===== src/hw/sdc_pkg.sv =====
// package of constants and types for the segment display controller
package sdc_pkg;
  localparam int ADDR_W = 2;
  localparam logic [1:0] ADDR_CTRL = 2'h0;
  localparam logic [1:0] ADDR_CFG  = 2'h1;
  localparam logic [1:0] ADDR_FRR  = 2'h2;
  localparam int BIT_EN    = 7;
  localparam int BIT_LP    = 6;
  localparam int BIT_FLAG  = 4;
  localparam int BIT_IE    = 3;
  localparam int BIT_BLANK = 0;
  localparam logic [7:0] RST_BYTE = 8'h00;
  localparam int NUM_COM = 4;
  localparam int NUM_SEG = 40;
  localparam logic [2:0] K_THIRD = 3'h5;  // six steps, last index
  localparam logic [2:0] K_OTHER = 3'h7;  // eight steps, last index
  localparam logic [1:0] DUTY_STATIC = 2'h0;
  localparam logic [1:0] DUTY_THIRD  = 2'h2;
  localparam int PS_W = 12;
  // prescaler tap masks, division minus one
  localparam logic [11:0] TAP_MASK [8] = '{12'h00F, 12'h03F, 12'h07F, 12'h0FF,
                                           12'h1FF, 12'h3FF, 12'h7FF, 12'hFFF};
  // segment driver count per port mask code
  localparam logic [5:0] SEG_COUNT [16] = '{6'h0D, 6'h0F, 6'h11, 6'h13, 6'h15, 6'h17,
                                            6'h18, 6'h19, 6'h1B, 6'h1D, 6'h1F, 6'h21,
                                            6'h23, 6'h25, 6'h27, 6'h28};
  typedef enum logic [1:0] {BIAS_STATIC, BIAS_THIRD, BIAS_HALF} sdc_bias_type;
  typedef struct packed {
    logic       async_clock_select;
    logic       half_bias_select;
    logic [1:0] duty_select;
    logic [3:0] segment_port_mask;
  } sdc_cfg_type;
  typedef struct packed {
    logic       rsvd7;
    logic [2:0] prescaler_tap_select;
    logic       rsvd3;
    logic [2:0] frame_clock_divide;
  } sdc_frr_type;
endpackage


===== src/hw/sdc_prescaler.sv =====
// prescaler tap and clock divider producing the prescaled display tick
`timescale 1ns/1ps
module sdc_prescaler
  import sdc_pkg::*;
(
  input  wire logic       clk_sys,
  input  wire logic       rst_n,
  input  wire logic       run,
  input  wire logic       disp_tick,
  input  wire logic [2:0] tap_sel,
  input  wire logic [2:0] divide,
  output logic            ps_tick
);
  logic [PS_W-1:0] cnt_r;
  logic [2:0]      div_r;
  logic            tap_hit;

  // tap fires every N display clocks
  assign tap_hit = disp_tick && ((cnt_r & TAP_MASK[tap_sel]) == TAP_MASK[tap_sel]);

  always_ff @(posedge clk_sys or negedge rst_n) begin
    if (!rst_n) begin
      cnt_r <= '0;
    end else if (!run) begin
      cnt_r <= '0;
    end else if (disp_tick) begin
      cnt_r <= cnt_r + 12'h001;
    end
  end

  // further divide by field plus one
  always_ff @(posedge clk_sys or negedge rst_n) begin
    if (!rst_n) begin
      div_r   <= 3'h0;
      ps_tick <= 1'b0;
    end else begin
      ps_tick <= 1'b0;
      if (!run) begin
        div_r <= 3'h0;
      end else if (tap_hit) begin
        if (div_r >= divide) begin
          div_r   <= 3'h0;
          ps_tick <= 1'b1;
        end else begin
          div_r <= div_r + 3'h1;
        end
      end
    end
  end
endmodule


===== src/hw/sdc_seg_mask.sv =====
// terminal ownership: which commons and segments the controller drives
`timescale 1ns/1ps
module sdc_seg_mask
  import sdc_pkg::*;
(
  input  wire logic               clk_sys,
  input  wire logic               rst_n,
  input  wire logic               enable,
  input  wire logic [1:0]         duty,
  input  wire logic [3:0]         mask_code,
  output logic [NUM_COM-1:0]      com_own,
  output logic [NUM_SEG-1:0]      seg_own
);
  logic [5:0] seg_cnt;
  assign seg_cnt = SEG_COUNT[mask_code];

  genvar i;
  generate
    for (i = 0; i < NUM_SEG; i = i + 1) begin : g_seg
      // segments below the mask count are display drivers
      always_ff @(posedge clk_sys or negedge rst_n) begin
        if (!rst_n) begin
          seg_own[i] <= 1'b0;
        end else begin
          seg_own[i] <= enable && (6'(i) < seg_cnt);
        end
      end
    end
    for (i = 0; i < NUM_COM; i = i + 1) begin : g_com
      // commons up to the duty index are driven
      always_ff @(posedge clk_sys or negedge rst_n) begin
        if (!rst_n) begin
          com_own[i] <= 1'b0;
        end else begin
          com_own[i] <= enable && (2'(i) <= duty);
        end
      end
    end
  endgenerate
endmodule


===== src/hw/sdc_ctrl.sv =====
// segment display controller: registers, clock select, frame sequencer
`timescale 1ns/1ps
module sdc_ctrl
  import sdc_pkg::*;
#(
  parameter bit SMALL_VARIANT = 1'b0
)(
  input  wire logic               clk_sys,
  input  wire logic               rst_n,
  input  wire logic [ADDR_W-1:0]  reg_addr,
  input  wire logic [7:0]         reg_wdata,
  input  wire logic               reg_wr,
  input  wire logic               reg_rd,
  output logic [7:0]              reg_rdata,
  input  wire logic               global_irq_enable,
  input  wire logic               irq_ack,
  input  wire logic               external_clock_input_enable,
  input  wire logic               timer_osc_input_pin,
  input  wire logic               ext_clock_pin,
  output logic                    frame_irq,
  output logic                    frame_latch,
  output logic                    frame_step_tick,
  output logic [2:0]              frame_step,
  output logic                    drive_ground,
  output logic                    low_power_active,
  output sdc_bias_type            bias_mode,
  output logic [NUM_COM-1:0]      com_drive_en,
  output logic [NUM_SEG-1:0]      seg_drive_en
);
  ////////////////////////////////////////////////////////////////////////
  logic        controller_enable_r;
  logic        low_power_waveform_sel_r;
  logic        frame_start_flag_r;
  logic        frame_start_irq_enable_r;
  logic        display_blank_r;
  sdc_cfg_type cfg_r;
  sdc_frr_type frr_r;
  logic        frame_end;
  logic        flag_set;
  logic        wr_ctrl;
  logic        lp_phase_r;
  logic        blank_act_r;
  logic        lp_act_r;
  logic [2:0]  step_r;
  logic [2:0]  k_last;
  logic        ps_tick;

  assign wr_ctrl = reg_wr && (reg_addr == ADDR_CTRL);

  // enable bit written directly, stop is immediate
  always_ff @(posedge clk_sys or negedge rst_n) begin
    if (!rst_n) begin
      controller_enable_r      <= RST_BYTE[BIT_EN];
      low_power_waveform_sel_r <= RST_BYTE[BIT_LP];
      frame_start_irq_enable_r <= RST_BYTE[BIT_IE];
      display_blank_r          <= RST_BYTE[BIT_BLANK];
    end else if (wr_ctrl) begin
      controller_enable_r      <= reg_wdata[BIT_EN];
      low_power_waveform_sel_r <= reg_wdata[BIT_LP];
      frame_start_irq_enable_r <= reg_wdata[BIT_IE];
      display_blank_r          <= reg_wdata[BIT_BLANK];
    end
  end

  // small variant keeps mask bit 3 at zero
  always_ff @(posedge clk_sys or negedge rst_n) begin
    if (!rst_n) begin
      cfg_r <= sdc_cfg_type'(RST_BYTE);
      frr_r <= sdc_frr_type'(RST_BYTE);
    end else if (reg_wr) begin
      if (reg_addr == ADDR_CFG) begin
        cfg_r <= sdc_cfg_type'(reg_wdata);
        cfg_r.segment_port_mask[3] <= reg_wdata[3] && !SMALL_VARIANT;
      end
      if (reg_addr == ADDR_FRR) begin
        frr_r       <= sdc_frr_type'(reg_wdata);
        frr_r.rsvd7 <= 1'b0;
        frr_r.rsvd3 <= 1'b0;
      end
    end
  end

  // set wins over write-one clear and vector acknowledge
  always_ff @(posedge clk_sys or negedge rst_n) begin
    if (!rst_n) begin
      frame_start_flag_r <= RST_BYTE[BIT_FLAG];
    end else if (flag_set) begin
      frame_start_flag_r <= 1'b1;
    end else if (irq_ack || (wr_ctrl && reg_wdata[BIT_FLAG])) begin
      frame_start_flag_r <= 1'b0;
    end
  end

  always_ff @(posedge clk_sys or negedge rst_n) begin
    if (!rst_n) begin
      reg_rdata <= 8'h00;
    end else if (reg_rd) begin
      case (reg_addr)
        ADDR_CTRL: reg_rdata <= {controller_enable_r, low_power_waveform_sel_r, 1'b0,
                                 frame_start_flag_r, frame_start_irq_enable_r, 2'b00,
                                 display_blank_r};
        ADDR_CFG:  reg_rdata <= cfg_r;
        ADDR_FRR:  reg_rdata <= frr_r;
        default:   reg_rdata <= 8'h00;
      endcase
    end else begin
      reg_rdata <= 8'h00;
    end
  end

  ////////////////////////////////////////////////////////////////////////
  // asynchronous display clock source, two-flop synchronised
  logic async_src;
  logic async_s1_r;
  logic async_s2_r;
  logic async_s3_r;
  logic disp_tick;

  // timer oscillator or external clock, per enable setting
  assign async_src = external_clock_input_enable ? ext_clock_pin : timer_osc_input_pin;

  always_ff @(posedge clk_sys or negedge rst_n) begin
    if (!rst_n) begin
      async_s1_r <= 1'b0;
      async_s2_r <= 1'b0;
      async_s3_r <= 1'b0;
    end else begin
      async_s1_r <= async_src;
      async_s2_r <= async_s1_r;
      async_s3_r <= async_s2_r;
    end
  end

  // system clock ticks every cycle, async source on its rising edge
  assign disp_tick = cfg_r.async_clock_select ? (async_s2_r && !async_s3_r) : 1'b1;

  sdc_prescaler u_prescaler (
    .clk_sys   (clk_sys),
    .rst_n     (rst_n),
    .run       (controller_enable_r),
    .disp_tick (disp_tick),
    .tap_sel   (frr_r.prescaler_tap_select),
    .divide    (frr_r.frame_clock_divide),
    .ps_tick   (ps_tick)
  );

  ////////////////////////////////////////////////////////////////////////
  // frame length follows duty
  assign k_last    = (cfg_r.duty_select == DUTY_THIRD) ? K_THIRD : K_OTHER;
  assign frame_end = controller_enable_r && ps_tick && (step_r >= k_last);
  // low-power waveform flags only even frames
  assign flag_set  = frame_end && (!lp_act_r || lp_phase_r);

  always_ff @(posedge clk_sys or negedge rst_n) begin
    if (!rst_n) begin
      step_r <= 3'h0;
    end else if (!controller_enable_r) begin
      step_r <= 3'h0;
    end else if (ps_tick) begin
      step_r <= frame_end ? 3'h0 : step_r + 3'h1;
    end
  end

  // working copies load only at frame boundaries while running
  always_ff @(posedge clk_sys or negedge rst_n) begin
    if (!rst_n) begin
      lp_act_r    <= 1'b0;
      blank_act_r <= 1'b0;
      lp_phase_r  <= 1'b0;
    end else if (!controller_enable_r) begin
      lp_act_r    <= low_power_waveform_sel_r;
      blank_act_r <= 1'b0;
      lp_phase_r  <= 1'b0;
    end else if (frame_end) begin
      // sample waveform and blanking just before the next frame
      lp_act_r    <= low_power_waveform_sel_r;
      // blanking starts only after the running frame completes
      blank_act_r <= display_blank_r;
      lp_phase_r  <= !lp_phase_r;
    end
  end

  // latch pulse and flag share the same cycle
  always_ff @(posedge clk_sys or negedge rst_n) begin
    if (!rst_n) begin
      frame_latch     <= 1'b0;
      frame_step_tick <= 1'b0;
      frame_step      <= 3'h0;
    end else begin
      frame_latch     <= flag_set;
      frame_step_tick <= controller_enable_r && ps_tick;
      frame_step      <= step_r;
    end
  end

  // request gated by flag, local and global enables
  always_ff @(posedge clk_sys or negedge rst_n) begin
    if (!rst_n) begin
      frame_irq <= 1'b0;
    end else begin
      frame_irq <= frame_start_flag_r && frame_start_irq_enable_r && global_irq_enable;
    end
  end

  always_ff @(posedge clk_sys or negedge rst_n) begin
    if (!rst_n) begin
      bias_mode        <= BIAS_STATIC;
      drive_ground     <= 1'b0;
      low_power_active <= 1'b0;
    end else begin
      if (cfg_r.duty_select == DUTY_STATIC) begin
        bias_mode <= BIAS_STATIC;
      end else if (cfg_r.half_bias_select) begin
        bias_mode <= BIAS_HALF;
      end else begin
        bias_mode <= BIAS_THIRD;
      end
      // all terminals to ground while blanking holds
      drive_ground     <= controller_enable_r && blank_act_r;
      low_power_active <= controller_enable_r && lp_act_r;
    end
  end

  // ownership drops with enable, pins fall back to port
  sdc_seg_mask u_seg_mask (
    .clk_sys   (clk_sys),
    .rst_n     (rst_n),
    .enable    (controller_enable_r),
    .duty      (cfg_r.duty_select),
    .mask_code (cfg_r.segment_port_mask),
    .com_own   (com_drive_en),
    .seg_own   (seg_drive_en)
  );

  ////////////////////////////////////////////////////////////////////////
  // cadence bookkeeping for the low-power check; cleared while stopped
  logic lp_prev_end_r;
  logic lp_prev_flag_r;

  always_ff @(posedge clk_sys or negedge rst_n) begin
    if (!rst_n) begin
      lp_prev_end_r  <= 1'b0;
      lp_prev_flag_r <= 1'b0;
    end else if (!controller_enable_r) begin
      lp_prev_end_r  <= 1'b0;
      lp_prev_flag_r <= 1'b0;
    end else if (frame_end) begin
      lp_prev_end_r  <= lp_act_r;
      lp_prev_flag_r <= flag_set;
    end
  end
endmodule


===== config.mk =====
export PLATFORM = sky130hd
export DESIGN_NAME = sdc_ctrl
export DESIGN_NICKNAME = d
export VERILOG_FILES = /design/src/hw/sdc_pkg.sv /design/src/hw/sdc_prescaler.sv /design/src/hw/sdc_seg_mask.sv /design/src/hw/sdc_ctrl.sv
export SDC_FILE = /design/constraint.sdc
export NUM_CORES = 1
export LEC_CHECK = 0
export BUFFER_PORTS_ARGS = -buffer_cell sky130_fd_sc_hd__buf_2
export CORE_UTILIZATION = 37
export CTS_BUF_LIST = sky130_fd_sc_hd__clkbuf_8
export DETAILED_ROUTE_END_ITERATION = 12
export PLACE_DENSITY = 0.59
export SKIP_LAST_GASP = 1
export SYNTH_ARGS = -nofsm -noshare
export SYNTH_HDL_FRONTEND = slang
export SYNTH_SLANG_ARGS = --single-unit

===== constraint.sdc =====
create_clock -name clk_sys -period 4.21 [get_ports clk_sys]
set_input_delay 0.842 -clock clk_sys [delete_from_list [all_inputs] [get_ports clk_sys]]
set_output_delay 0.842 -clock clk_sys [all_outputs]
set_load 0.01 [all_outputs]

==> flow_metrics.tcl <==
set metrics [dict create \
    critPathLaunchType "register" \
    dieArea_sq_mm 0.0122 \
    drive_gt1_frac 0.314 \
    final-setup-viol-count 0 \
    vias 2852 \
    die_height_microns 111 \
    numCtsBuffers 9 \
    dp_hpwl_microns 6440 \
    min_path_type "reg2reg" \
    synthCells 365 \
    grt_max_degree 43 \
    dr.pass1.iters 4 \
    num_rows 39 \
    rsz0062_at_grt "false" \
    synth.area.top_cells "dfrtp_1, mux2_2, ha_1" \
    htree_levels 3 \
    fmax_mhz 478 \
    r2r_slack_ps 2120 \
    synth_cell_types 49 \
    routed_wl_microns 8620 \
    gp_routability_congestion 0.788 \
    clk_pin_slew_worst_paths_ps 100 \
    clockRootBuffer "clkbuf_8" \
    grt_pass1_wl_microns 14600 \
    cts_buffer_depth 2 \
    grt_pass1_vias 2897 \
    grt_overflow 0 \
    cts_sinks 106 \
    synth_area_sq_mm 0.00437 \
    syn_to_final_growth_pct 16.5 \
    design_area_sq_mm 0.00509 \
    synth.largest_area_cell "dfrtp_1" \
    grt_use_total 0.150 \
    hold_depth 0 \
    tritoncts "done" \
    async_reset_ff_frac 1.00 \
    synth_warnings 0 \
    drtIter0Drc 96 \
    rr_startpoint "controller_enable_r" \
    fin_crit_ps 2090 \
    drcViolationCount 0 \
    start_util 0.381 \
    reg2reg_to "lp_act_r" \
    synth_seq_cells 106 \
    worst_pin_slew_ps 647 \
    clk_latency_ps 370 \
    pin_count 81 \
    synth.top_cell.area_share 0.608 \
    final.setup.tns_ps 0 \
    status "completed" \
    path_max_fanout 24 \
    r2r_cells 5 \
    cts_resized 0 \
    coreArea_sq_mm 0.0115 \
    synth_most_common_cell "dfrtp_1" \
    place_area_sq_mm 0.00488 \
    p_leak_nw 2.58 \
    p_per_area_mw_per_mm2 483 \
    fin_nets 476 \
    ys.flop_type "dfrtp_1" \
    post_cts_buffers 0 \
    endpoint_kind "register" \
    dieWidth_microns 111 \
    arrival_ps 2360 \
    peakVddDrop_mv 0.326 \
    postSynthAreaPerCell_sq_um 12.0 \
    slew_headroom 0.569 \
    finClkSkew_ps 11.4 \
    max_cap_violations 0 \
    vias_per_cell 4.82 \
    worstHoldStart "async_s1_r" \
    grt_antenna_before_repair 0 \
    synth_common_cells "dfrtp_1, a21oi_1, nor2_1" \
    period_share 0.497 \
    finalMaxSlewViolations 0 \
    antennaDiodeCount 0 \
    required_ps 4480 \
    port-buffer-count 80 \
    hold_viol_final 0 \
    synth_edf_count 0 \
    final_antenna_net_count 0 \
    hold-path-endpoint "async_s2_r" \
    ctsHoldBuffers 0 \
    wl_per_cell_microns 14.6 \
    ys_seq_area_frac 0.608 \
    synth_nets 396 \
    worstSetupPathType "reg2reg" \
]
[stage by stage]
stage                     power, W  cells  setup slack (ps)  hold WS (ps)  utilization
final                      0.00246    592              2120           355        0.444
after global routing       0.00260    592              1930           362        0.444
after floorplan            0.00163    365              2360           331            -
after global placement     0.00184    577              2130           334        0.426
after CTS                  0.00249    592              2080           359        0.444
after detailed placement   0.00185    577              2100           336        0.426
[per-layer routing]
| layer | global-route usage | wire length (microns) | vias up |
|---|---|---|---|
| li1 | - | - | 1381 |
| met2 | 0.243 | 4250 | 77 |
| met3 | 0.0362 | 401 | 12 |
| met1 | 0.196 | 3810 | 1382 |
| met5 | 0 | 0 | - |
| met4 | 0.0569 | 155 | 0 |
[final cells by class]
type	instances	area (sq um)
Fill cell	1063	6380
Sequential cell	106	2650
Clock buffer	11	151
Inverter	26	100
Timing Repair Buffer	82	418
Tap cell	143	179
Multi-Input combinational cell	220	1540
Clock inverter	4	51.3
[cells in the final DEF (no fill, tap or decap), types with 2 or more instances in the layout]
cell type,count
and2b_1,2
dfrtp_1,106
and2_1,8
buf_4,3
mux2_2,21
a21oi_2,3
nand2b_1,2
inv_1,23
o211ai_1,2
a21oi_1,27
buf_2,79
mux2i_1,5
a21o_1,4
a211oi_1,3
nand2_2,4
nor2b_1,10
and3_1,5
a22oi_1,3
o21ai_1,4
nand4_1,5
nor3_1,4
inv_2,2
nand2_1,21
xnor2_1,10
o21ai_0,11
clkbuf_8,11
nand3_1,10
ha_1,12
nor2_1,26
[critical path, stage by stage, from the launching register on]
cell and delay [ps]:
dfrtp_1 770, inv_2 370, nor2_1 220, nand3_1 180
nand2_1 120, mux2_2 340
[how the worst max path moves through the flow]
stage | from | to | slack [ps] | cells after the start
after floorplan | reg_addr[0] | cfg_r[0] | 2360 | 5
after global placement | reg_addr[0] | cfg_r[0] | 2130 | 4
after detailed placement | reg_addr[0] | cfg_r[7] | 2100 | 4
after CTS | controller_enable_r | lp_act_r | 2080 | 5
after global routing | controller_enable_r | lp_act_r | 1930 | 5
final | controller_enable_r | lp_act_r | 2120 | 5
[flip-flops by register name, indices dropped and copies added, names as in the netlist, 2 cells and up]
register / count
u_seg_mask.com_own: 4
step_r: 3
reg_rdata: 8
u_prescaler.cnt_r: 12
u_seg_mask.seg_own: 40
cfg_r: 8
frame_step: 3
u_prescaler.div_r: 3
frr_r: 6
bias_mode: 2
[cell families (layout without fill, tap and decap cells)]
| kind of cell | Yosys count | after routing | share of synthesized area |
|---|---|---|---|
| flip-flops | 106 | 106 | 0.608 |
| adder cells (fa/ha/maj) | 12 | 12 | 0.0344 |
| buffers and inverters | 39 | 123 | 0.0407 |
| AND/OR/NAND/NOR | 105 | 105 | 0.129 |
| AO/OA/AOI/OAI | 65 | 65 | 0.0972 |
| multiplexers | 26 | 26 | 0.0656 |
| XOR/XNOR | 12 | 12 | 0.0258 |
[report_power, final]
group	internal, W	switching, W	total [W]	leakage, nW
registers	0.00117	0.0000982	0.00126	1.37
clock network	0.000304	0.000336	0.000640	0.101
logic	0.000225	0.000328	0.000552	1.11
total	0.00170	0.000762	0.00246	2.58
(Power assumes the default switching activity.)
